## src/logic/eif_defs.vh

```
// Purpose: Constants for the external interrupt noise filter front end.
// Assumes: 32-bit APB register words, byte offsets below.
// Notes: Definitions only.
`ifndef EIF_DEFS_VH
`define EIF_DEFS_VH

// ****************************************************************
// Register offsets
// ****************************************************************
`define EIF_OFS_GATE 8'h00
`define EIF_OFS_CTRL1 8'h04
`define EIF_OFS_CTRL2 8'h08
`define EIF_OFS_CTRL3 8'h0c
`define EIF_OFS_CTRL4 8'h10
`define EIF_OFS_ENABLE 8'h14
`define EIF_OFS_LATCH 8'h18

// ****************************************************************
// Field positions and reset values
// ****************************************************************
`define EIF_CTRL_NC_LSB 0
`define EIF_CTRL_ES_LSB 2
`define EIF_CTRL_LVL_BIT 4
`define EIF_ENABLE_MASTER_BIT 6
`define EIF_GATE_RESET 6'h00
`define EIF_ES_RESET 2'h0
`define EIF_NC_RESET 2'h0
`define EIF_ENABLE_RESET 7'h00

// ****************************************************************
// Encodings
// ****************************************************************
`define EIF_ES_RISE 2'h0
`define EIF_ES_FALL 2'h1
`define EIF_ES_BOTH 2'h2
`define EIF_ES_HIGH 2'h3
`define EIF_NC_DIV1 2'h0
`define EIF_NC_DIV4 2'h1
`define EIF_NC_DIV8 2'h2
`define EIF_NC_DIV16 2'h3
`define EIF_MODE_FAST 2'h1
`define EIF_MODE_SLOW 2'h2

// ****************************************************************
// Timing counts
// ****************************************************************
`define EIF_FAST_CFG_SAMPLES 3
`define EIF_FAST_FIXED_SAMPLES 2
`define EIF_SLOW_SAMPLES 2
`define EIF_SLOW_DIVIDE 4
`define EIF_FS_QUARTER 2'h3

`endif

```

## src/logic/eif_noise_filter.v

```verilog
// Purpose: Six-source external interrupt front end with noise filters and an APB register file.
// Assumes: pclk is the gear clock; low_freq_clock and the pins are asynchronous to it.
// Notes: Sources zero and five are fixed falling-edge; one to four are configurable.
//
// What this block does
// - Sources zero and five request on each filtered falling edge of their pin.
// - Fast modes: fixed sources reject one-clock pulses, accept two clocks or more.
// - Slow modes: fixed sources reject under four, accept eight low-frequency periods.
// - Fast modes: configurable sources reject under two samples, accept over three.
// - A clock-gate bit at zero stops its source; one makes it usable.
// - Reset clears every clock-gate bit to zero.
// - Sources one to three: 00 rise, 01 fall, 10 both, 11 reserved.
// - Source four uses same codes, and 11 requests while filtered level high.
// - Sources one to four: filtered level is captured into a readable bit when a request fires.
// - The captured level bit refreshes on every new request of that source.
// - Fast modes: a configurable source's level is accepted after three equal consecutive samples.
// - Sampling interval field: 00 clock, 01 divide 4, 10 divide 8, 11 divide 16.
// - Slow modes: sample at low-frequency clock over four, two equal samples.
// - Deep modes halt sampling and requests; sampling resumes in other modes.
// - A pin switched to output mode is seen low by its detector.
// - Bits seven to five of each source control register read as zero.
//
// Our own choices: the address map and the APB register port.
`timescale 1ns/1ps
`include "eif_defs.vh"

module eif_noise_filter #(
  parameter NUM_SRC = 6
) (
  input wire pclk,
  input wire presetn,
  input wire psel,
  input wire penable,
  input wire pwrite,
  input wire [7:0] paddr,
  input wire [31:0] pwdata,
  output wire pready,
  output reg [31:0] prdata,
  output reg pslverr,
  input wire fixed_irq_pin_zero,
  input wire config_irq_pin_one,
  input wire config_irq_pin_two,
  input wire config_irq_pin_three,
  input wire config_irq_pin_four,
  input wire fixed_irq_pin_five,
  input wire [5:0] pin_output_mode,
  input wire [1:0] operating_mode,
  input wire low_freq_clock,
  output wire [5:0] irq_request,
  output wire irq_service
);

  // ****************************************************************
  // Register file
  // ****************************************************************
  // Control fields of source i sit at bits 2i+1:2i of nc_all and es_all.
  reg [5:0] power_gate_control;
  reg [11:0] nc_all;
  reg [11:0] es_all;
  reg [5:0] individual_enable_flag;
  reg master_irq_enable;
  reg [5:0] pending;
  wire [5:0] captured_level_bit;

  wire setup = psel & ~penable;
  wire access = psel & penable;
  wire wr_take = access & pwrite;
  wire hit_gate = (paddr == `EIF_OFS_GATE);
  wire hit_ctrl1 = (paddr == `EIF_OFS_CTRL1);
  wire hit_ctrl2 = (paddr == `EIF_OFS_CTRL2);
  wire hit_ctrl3 = (paddr == `EIF_OFS_CTRL3);
  wire hit_ctrl4 = (paddr == `EIF_OFS_CTRL4);
  wire hit_enable = (paddr == `EIF_OFS_ENABLE);
  wire hit_latch = (paddr == `EIF_OFS_LATCH);
  wire mapped = hit_gate | hit_ctrl1 | hit_ctrl2 | hit_ctrl3 | hit_ctrl4 |
                hit_enable | hit_latch;

  // Zero wait states: the read word is built in the setup cycle.
  assign pready = access;

  function [31:0] ctrl_word;
    input [1:0] nc;
    input [1:0] es;
    input lvl;
    begin
      ctrl_word = 32'h0000_0000;
      ctrl_word[`EIF_CTRL_NC_LSB +: 2] = nc;
      ctrl_word[`EIF_CTRL_ES_LSB +: 2] = es;
      ctrl_word[`EIF_CTRL_LVL_BIT] = lvl;
    end
  endfunction

  // Unmapped reads return zero with the error flag set, and writes to them are dropped.
  always @(posedge pclk or negedge presetn) begin
    if (!presetn) begin
      prdata <= 32'h0000_0000;
      pslverr <= 1'b0;
    end else if (setup) begin
      pslverr <= ~mapped;
      if (hit_gate) begin
        prdata <= {26'h0, power_gate_control};
      end else if (hit_ctrl1) begin
        prdata <= ctrl_word(nc_all[3:2], es_all[3:2], captured_level_bit[1]);
      end else if (hit_ctrl2) begin
        prdata <= ctrl_word(nc_all[5:4], es_all[5:4], captured_level_bit[2]);
      end else if (hit_ctrl3) begin
        prdata <= ctrl_word(nc_all[7:6], es_all[7:6], captured_level_bit[3]);
      end else if (hit_ctrl4) begin
        prdata <= ctrl_word(nc_all[9:8], es_all[9:8], captured_level_bit[4]);
      end else if (hit_enable) begin
        prdata <= {25'h0, master_irq_enable, individual_enable_flag};
      end else if (hit_latch) begin
        prdata <= {26'h000_0000, pending};
      end else begin
        prdata <= 32'h0000_0000;
      end
    end
  end

  always @(posedge pclk or negedge presetn) begin
    if (!presetn) begin
      power_gate_control <= `EIF_GATE_RESET;
      nc_all <= 12'h000;
      es_all <= 12'h000;
      individual_enable_flag <= 6'h00;
      master_irq_enable <= 1'b0;
    end else begin
      // Fixed sources always look for a falling edge, sampling at full rate in fast modes.
      nc_all[1:0] <= `EIF_NC_DIV1;
      nc_all[11:10] <= `EIF_NC_DIV1;
      es_all[1:0] <= `EIF_ES_FALL;
      es_all[11:10] <= `EIF_ES_FALL;
      if (wr_take) begin
        if (hit_gate) begin
          power_gate_control <= pwdata[5:0];
        end else if (hit_ctrl1) begin
          nc_all[3:2] <= pwdata[`EIF_CTRL_NC_LSB +: 2];
          es_all[3:2] <= pwdata[`EIF_CTRL_ES_LSB +: 2];
        end else if (hit_ctrl2) begin
          nc_all[5:4] <= pwdata[`EIF_CTRL_NC_LSB +: 2];
          es_all[5:4] <= pwdata[`EIF_CTRL_ES_LSB +: 2];
        end else if (hit_ctrl3) begin
          nc_all[7:6] <= pwdata[`EIF_CTRL_NC_LSB +: 2];
          es_all[7:6] <= pwdata[`EIF_CTRL_ES_LSB +: 2];
        end else if (hit_ctrl4) begin
          nc_all[9:8] <= pwdata[`EIF_CTRL_NC_LSB +: 2];
          es_all[9:8] <= pwdata[`EIF_CTRL_ES_LSB +: 2];
        end else if (hit_enable) begin
          individual_enable_flag <= pwdata[5:0];
          master_irq_enable <= pwdata[`EIF_ENABLE_MASTER_BIT];
        end
      end
    end
  end

  // ****************************************************************
  // Interrupt latch
  // ****************************************************************
  // Writing a one clears a latch bit; a zero leaves that bit alone.
  // A request arriving in the clearing cycle survives: the set term is ORed last.
  wire [5:0] latch_clear = (wr_take & hit_latch) ? pwdata[5:0] : 6'h00;

  always @(posedge pclk or negedge presetn) begin
    if (!presetn) begin
      pending <= 6'h00;
    end else begin
      pending <= (pending & ~latch_clear) | irq_request;
    end
  end

  // Service is a plain level; priority among sources is left to the core.
  assign irq_service = master_irq_enable & |(pending & individual_enable_flag);

  // ****************************************************************
  // Sampling time base
  // ****************************************************************
  wire mode_fast = (operating_mode == `EIF_MODE_FAST);
  wire mode_slow = (operating_mode == `EIF_MODE_SLOW);
  // The divider runs free, so the first sample after an interval change may come early.
  // The slow clock is resynchronised here and only its rising edges are counted.
  reg [3:0] div_cnt;
  reg fs_s1;
  reg fs_s2;
  reg fs_s3;
  reg [1:0] fs_quarter;

  always @(posedge pclk or negedge presetn) begin
    if (!presetn) begin
      div_cnt <= 4'h0;
      fs_s1 <= 1'b0;
      fs_s2 <= 1'b0;
      fs_s3 <= 1'b0;
      fs_quarter <= 2'h0;
    end else begin
      div_cnt <= div_cnt + 4'h1;
      fs_s1 <= low_freq_clock;
      fs_s2 <= fs_s1;
      fs_s3 <= fs_s2;
      if (fs_s2 & ~fs_s3) begin
        fs_quarter <= fs_quarter + 2'h1;
      end
    end
  end

  // One pulse per four low-frequency periods.
  wire slow_tick = fs_s2 & ~fs_s3 & (fs_quarter == `EIF_FS_QUARTER);

  function div_tick;
    input [1:0] nc;
    input [3:0] cnt;
    begin
      if (nc == `EIF_NC_DIV1) begin
        div_tick = 1'b1;
      end else if (nc == `EIF_NC_DIV4) begin
        div_tick = (cnt[1:0] == 2'h3);
      end else if (nc == `EIF_NC_DIV8) begin
        div_tick = (cnt[2:0] == 3'h7);
      end else begin
        div_tick = (cnt == 4'hf);
      end
    end
  endfunction

  // ****************************************************************
  // Per-source filter and detector
  // ****************************************************************
  wire [5:0] pins = {fixed_irq_pin_five, config_irq_pin_four, config_irq_pin_three,
                     config_irq_pin_two, config_irq_pin_one, fixed_irq_pin_zero};

  genvar i;
  generate
    for (i = 0; i < NUM_SRC; i = i + 1) begin : g_src
      localparam CFG = (i >= 1) && (i <= 4);
      localparam LEVEL_OK = (i == 4);
      // Synchroniser and filter start high so a pin resting high gives no edge after reset.
      reg s1;
      reg s2;
      reg [1:0] hist;
      reg filt;
      reg filt_d;
      reg cap;
      wire [1:0] nc = nc_all[2*i +: 2];
      wire [1:0] es = es_all[2*i +: 2];
      // Gating freezes the filter rather than clearing it, so a source that is gated on
      // again resumes from its last accepted level and may see an edge if the pin moved.
      wire live = power_gate_control[i] & (mode_fast | mode_slow);
      // A pin in output mode reads low at the detector.
      wire din = s2 & ~pin_output_mode[i];
      wire tick = live & (mode_fast ? div_tick(nc, div_cnt) : slow_tick);
      // Configurable sources need three equal samples in fast modes, all others two.
      wire need3 = mode_fast & CFG;
      wire stable = need3 ? ((hist[1] == din) && (hist[0] == din)) : (hist[0] == din);
      wire rise = filt & ~filt_d;
      wire fall = ~filt & filt_d;
      reg req;

      always @* begin
        req = 1'b0;
        if (live) begin
          case (es)
            `EIF_ES_RISE: req = rise;
            `EIF_ES_FALL: req = fall;
            `EIF_ES_BOTH: req = rise | fall;
            default: req = LEVEL_OK & filt;
          endcase
        end
      end

      always @(posedge pclk or negedge presetn) begin
        if (!presetn) begin
          s1 <= 1'b1;
          s2 <= 1'b1;
          hist <= 2'h3;
          filt <= 1'b1;
          filt_d <= 1'b1;
          cap <= 1'b0;
        end else begin
          s1 <= pins[i];
          s2 <= s1;
          filt_d <= filt;
          if (tick) begin
            hist <= {hist[0], din};
            if (stable) begin
              filt <= din;
            end
          end
          if (req) begin
            cap <= filt;
          end
        end
      end

      assign irq_request[i] = req;
      assign captured_level_bit[i] = cap;
    end
  endgenerate

endmodule

```

## config.mk

```make
export PLATFORM = sky130hd
export DESIGN_NAME = eif_noise_filter
export DESIGN_NICKNAME = d
export VERILOG_FILES = /design/src/logic/eif_noise_filter.v
export VERILOG_INCLUDE_DIRS = /design/src /design/src/logic
export SDC_FILE = /design/constraint.sdc
export NUM_CORES = 1
export LEC_CHECK = 0
export BUFFER_PORTS_ARGS = -buffer_cell sky130_fd_sc_hd__buf_4
export CORE_MARGIN = 5
export CORE_UTILIZATION = 35
export CTS_BUF_LIST = sky130_fd_sc_hd__clkbuf_8
export DETAILED_ROUTE_END_ITERATION = 8
export PLACE_DENSITY_LB_ADDON = 0.1
export SKIP_LAST_GASP = 1
export SLEW_MARGIN = 20
export SYNTH_ARGS = -nofsm -noshare
export SYNTH_HDL_FRONTEND = slang
export SYNTH_SLANG_ARGS = --single-unit
export TNS_END_PERCENT = 5
```

## constraint.sdc

```tcl
create_clock -name pclk -period 6 [get_ports pclk]
set_input_delay 1.2 -clock pclk [delete_from_list [all_inputs] [get_ports pclk]]
set_output_delay 1.2 -clock pclk [all_outputs]
set_load 0.01 [all_outputs]
```

==> flow_summary.ini, run 1 <==
[run_status]
status = finished clean

[clocking]
cts_tree = done
clkTransAtPathRegs_ns = 0.08
postCtsSetupBuffers = 0
cts_buffers = 9
cts_resized = 0
cts.sinks = 91
ctsHtreeMaxLevel = 3
root_buffer = clkbuf_8
clock_path_buffers = 2
worstSkewPairLatency_ns = 0.37
ctsHoldBuffers = 0

[route]
drtIter0Drc = 216
wl_per_cell_um = 16.48
route.top_layer_used = met4
wirelength_um = 10680
wl_met1_um = 5026
ant_nets = 0
met2_length_um = 4826
drc = 0
vias_per_cell = 5.029
wl_met3_um = 521
vias = 3259
drtPass1Iterations = 5

[power_and_ir_drop]
power.leakage_nw = 2.479
p_clk_share_pct = 35.9
power_mw = 1.167
switchingPower_mw = 0.2880
swShare_pct = 24.68
combPwrFrac_pct = 8.6
p_int_mw = 0.8787
p_per_area_nw_per_um2 = 220.4
seqPwrFrac_pct = 55.5
ir_drop_mv = 0.1021

[sta]
worst_slew_pin_slew_ns = 0.8209
tns_ns = 0
slew_headroom_pct = 44.77
fmax_mhz = 284.1
min_period_over_period_pct = 58.66
drv_slew = 0
setup_viol_count_final = 0
finalHoldViolCount = 0
rsz0062_at_grt = no
fin_skew_ns = 0.02403
period_needed_ns = 3.520

[grt]
grt_pass1_vias = 3222
overflow = 0
grt_use_total_pct = 14.26
grt_max_degree = 56
grt_first_pass_wirelength_um = 17690
antenna_found_initial = 0

[worst_setup_path]
r2r_slack_ns = 4.00
r2r_cells = 6
critPathMaxFanout = 9
worstReg2RegEnd = g_src[4].hist[1]
r2r-start = div_cnt[0]
end_kind = primary output
cp-start-kind = input port
arrival_ns = 2.32
critPathKind = input port to primary output
required_ns = 4.80

[synth]
synth_edf_count = 0
netlist_area_um2 = 4659
syn_inst = 419
ys.flop_type = dfrtp_1
avgSynthCellArea_um2 = 11.12
synth.ff_latch_count = 91
ys_types = 48
yosysWarnings = 0
ys_seq_area_share_pct = 49.79
synth-async-reset-ratio_pct = 100.0

[floorplan]
start_util_pct = 35.47
io_pins = 101
coreArea_um2 = 13140
die_y_um = 125.4
die-area_um2 = 15720
rows = 42
dieWidth_um = 125.4

[finish]
n_antenna_cell = 0
fin_area_um2 = 5294
finalNetCount = 539
area_growth_syn_to_layout_pct = 13.61
drive_gt1_share_pct = 31.36

[placement]
place_area_um2 = 5100
dp_hpwl_um = 7890
port_buffers = 50
place_congestion = 0.7709

[hold_path]
hold_start = g_src[1].s1
hold_class = flip-flop to flip-flop
hold_end = g_src[1].s2
hold_depth = 0

[job]
drv_cap = 0
## cells by family after synthesis
kind of cell / share of synthesized area (%)
compound gates: 12.33
xor+xnor: 0.3760
fa+ha+maj: 3.222
buf+inv: 8.244
flops: 49.79
mux: 11.57
other cells: 0.1612
simple gates: 14.31
## metal layers
layer | vias up | GRT usage [%]
li1 | 1548 | -
met2 | 102 | 21.54
met4 | 0 | 6.888
met1 | 1592 | 19.63
met5 | - | 0
met3 | 17 | 2.814
## through the flow
stage	hold WS (ns)	worst slack, ns	cells	util (%)
4_1_cts	0.3596	2.428	648	40.30
2_1_floorplan	0.3312	2.853	443	-
3_3_place_gp	0.3320	2.430	632	38.82
3_5_place_dp	0.3418	2.440	632	38.82
5_1_grt	0.3614	2.337	648	40.30
6_report	0.3584	2.481	648	40.30
## registers in the layout (all words and copies together), names as in the netlist
signal and cells:
g_src.filt 6, fs_quarter 2, power_gate_control 6, fs_s2 1, fs_s1 1, g_src.cap 4, prdata 7, div_cnt 4
nc_all 8, g_src.s2 6, g_src.filt_d 6, master_irq_enable 1, es_all 9, g_src.hist 10, pending 6, individual_enable_flag 6
g_src.s1 6, pslverr 1, fs_s3 1
## power groups by stage
stage               Sequential (mW)  Clock, mW  Combinational [mW]
global route                  0.650      0.464               0.116
CTS                           0.648      0.438               0.102
detailed placement            0.659          0               0.102
global placement              0.658          0              0.0995
finish                        0.648      0.419               0.100
floorplan                     0.656          0              0.0643
## cell usage after synthesis, types with 8 or more instances
cell	n	share of area, %
buf_4	31	5.0
dfrtp_1	57	31
inv_1	31	2.5
nand2b_1	25	3.4
and3_1	20	2.7
nor3b_1	8	1.3
clkbuf_1	8	0.64
dfstp_2	34	19
ha_1	12	3.2
nand2_1	19	1.5
a22oi_1	13	2.1
nand4_1	8	1.1
o21ai_0	21	2.3
mux2_2	37	8.9
## cell usage in the layout (no fill, tap or decap), drive strengths merged, types with 4 or more instances in the layout
cell     count
o31ai        5
a222oi       5
clkbuf      10
mux2        41
o2111ai      4
conb        26
a31oi        5
buf         53
nor2b        5
o21ai       21
mux2i        4
and2         5
a22oi       13
a41oi        4
dfstp       34
nand4        8
nor3b        8
dfrtp       57
and3        20
ha          12
inv         33
o22ai        6
a2bb2oi      5
nand3        6
a21o         4
nand2       19
nand2b      25
a21oi        6
## layout make-up
| type | instances | area (µm²) |
|---|---|---|
| Tap cell | 176 | 220.2 |
| Sequential cell | 91 | 2320 |
| Timing Repair Buffer | 53 | 397.9 |
| Clock inverter | 6 | 56.30 |
| Fill cell | 1337 | 7844 |
| Inverter | 31 | 116.4 |
| Multi-Input combinational cell | 281 | 2046 |
| Clock buffer | 10 | 137.6 |
## worst max path at each step
stage,startpoint,to,slack (ns),cells after the start
2_1_floorplan,operating_mode[1],irq_request[1],2.85,5
3_3_place_gp,operating_mode[0],irq_request[3],2.43,5
3_5_place_dp,operating_mode[0],irq_request[1],2.44,5
4_1_cts,operating_mode[0],irq_request[3],2.43,5
5_1_grt,operating_mode[0],irq_request[4],2.34,6
6_report,operating_mode[0],irq_request[2],2.48,5
## worst max-delay path, cell delays in order
cell and delay, ns:
buf_4 0.11, ha_1 0.28, inv_1 0.26, and3_1 0.31
buf_4 0.15
Note: power is estimated with default switching activity, not from simulation.
==> inputs of run 2 (changes only) <==
Clock period 6 ns to 3.11 ns, I/O delays scaled along.
==> run 2 against run 1 <==
  * Power is 86% higher
  * Routed wire length grew 0.33%
  * Sequential cell count unchanged
  * Clock skew decreased by 0.014 ns
  * Die area unchanged
  * Hold slack got worse by 0.11 ns
  * Largest power group unchanged
==> flow_summary.ini, run 2 (synthesis gave the netlist of run 1 again) <==
[run_status]
status = finished clean

[grt]
grt_max_degree = 49
antenna_found_initial = 0
grt_use_total_pct = 14.04
grt_pass1_vias = 3225
grt_first_pass_wirelength_um = 17350
overflow = 0

[route]
drtIter0Drc = 217
vias_per_cell = 4.991
wl_per_cell_um = 16.48
vias = 3244
ant_nets = 0
wirelength_um = 10710
drc = 0
drtPass1Iterations = 4

[worst_setup_path]
cpMaxStageDelayCell = dfstp_2
end_kind = primary output
required_ns = 2.49
critPathMaxFanout = 5
crit_path_frequent_cell = inv_1
cpPeakStageDelay_ns = 0.57
cp_num_buf_inv = 4
critPathKind = flip-flop to primary output
crit_chain = inv_1 > ha_1 > inv_1 > mux4_2 > nand3_1 > inv_1 > buf_4
cp-start-kind = flip-flop
arrival_ns = 2.14
crit_family = flip-flops

[power_and_ir_drop]
switchingPower_mw = 0.5707
seqPwrFrac_pct = 57.7
p_int_mw = 1.597
swShare_pct = 26.33
combPwrFrac_pct = 9.1
ir_drop_mv = 0.1799
p_per_area_nw_per_um2 = 409.4
power.leakage_nw = 2.480
p_clk_share_pct = 33.2

[floorplan]
die-area_um2 = 15720
coreArea_um2 = 13140
io_pins = 101
rows = 42
dieWidth_um = 125.4
start_util_pct = 35.47
die_y_um = 125.4

[clocking]
cts.sinks = 91
cts_tree = done
cts_buffers = 9
cts_resized = 0
worstSkewPairLatency_ns = 0.37
clkTransAtPathRegs_ns = 0.09
ctsHtreeMaxLevel = 3
postCtsSetupBuffers = 0
root_buffer = clkbuf_8
clock_path_buffers = 2
ctsHoldBuffers = 0

[sta]
period_needed_ns = 2.760
drv_slew = 0
worst_slew_pin_slew_ns = 0.6630
finalHoldViolCount = 0
setup_viol_count_final = 0
slew_headroom_pct = 55.46
min_period_over_period_pct = 88.76
fmax_mhz = 362.3
tns_ns = 0
rsz0062_at_grt = no
fin_skew_ns = 0.01029

[finish]
final_cells = 650
most-common-layout-cells = dfrtp_1 (57), buf_4 (54), mux2_2 (37)
n_antenna_cell = 0
regMostFlops = g_src.hist
finalNetCount = 541
drive_gt1_share_pct = 31.86
final_common_cell = dfrtp_1
area_growth_syn_to_layout_pct = 13.64
largest_register_ffs = 10
reg.largest.list = g_src.hist: 10 flops, es_all: 9 flops, nc_all: 8 flops
num-fill-cells = 1296

[placement]
dp_hpwl_um = 7923
place_inst = 634
port_buffers = 50
place_congestion = 0.7684

[job]
drv_cap = 0

[hold_path]
hold_class = input port to asynchronous set/reset pin
[run 2: cell count changes in the layout (fill, tap and decap cells not counted)]
cell,before,now
clkbuf_8,10,9
bufinv_16,1,0
clkinvlp_4,0,1
buf_4,53,54
clkinv_4,0,1
buf_12,0,1
clkinv_2,2,3
clkinv_1,1,0
[run 2: worst paths after layout]
path	to	start	slack, ns	cells past startpoint
setup / recovery	irq_request[4]	g_src[4].filt	0.35	7
setup reg to reg	g_src[2].hist[1]	div_cnt[0]	1.07	6
hold / removal	individual_enable_flag[5]	presetn	0.25	1
max in group asynchronous	g_src[3].s2	presetn	2.12	2
hold reg to reg	fs_s2	fs_s1	0.35	0
min in group pclk	g_src[3].s1	config_irq_pin_three	0.35	1
[run 2: metal layers]
metal  track usage (%)  share of wire [%]  up-vias
met2             21.51                 45       93
met3             3.284                5.3       19
met4             8.227                3.5        0
li1                  -                  -     1560
met5                 0                  0        -
met1             18.14                 47     1572
[run 2: layout make-up]
cell class	instances	area [µm²]	area share, %
inverter	31	116.4	2.198
clock inverter	7	43.79	0.8270
multi-input combinational	281	2046	38.63
sequential	91	2320	43.81
tap	176	220.2	4.159
timing repair buffer	55	425.4	8.034
clock buffer	9	123.9	2.339
[run 2: worst reg2reg max path: cells and delay by family (launching register included)]
kind	cells	cell delay [ns]
AO/OA/AOI/OAI	1	0.30
adder cells (fa/ha/maj)	2	0.60
flip-flops	1	0.38
multiplexers	1	0.35
AND/OR/NAND/NOR	2	0.35
[run 2: per-stage QoR]
stage                     utilization (%)  worst slack (ns)  hold slack [ns]  power [mW]  instance area, µm²
after CTS                           40.30            0.2865           0.2572       2.214                5295
after detailed placement            39.03            0.5486           0.3364       1.473                5127
after global routing                40.30            0.2240           0.2897       2.280                5295
after floorplan                         -            0.7872           0.3264       1.390                4750
after global placement              39.03            0.5428           0.3317       1.467                5127
final                               40.30            0.3495           0.2502       2.168                5295
[run 2: power groups by stage]
stage	logic [mW]	clock network (mW)	registers (mW)
2_1_floorplan	0.124	0	1.27
3_3_place_gp	0.197	0	1.27
3_5_place_dp	0.200	0	1.27
4_1_cts	0.202	0.761	1.25
5_1_grt	0.223	0.802	1.26
6_report	0.197	0.721	1.25
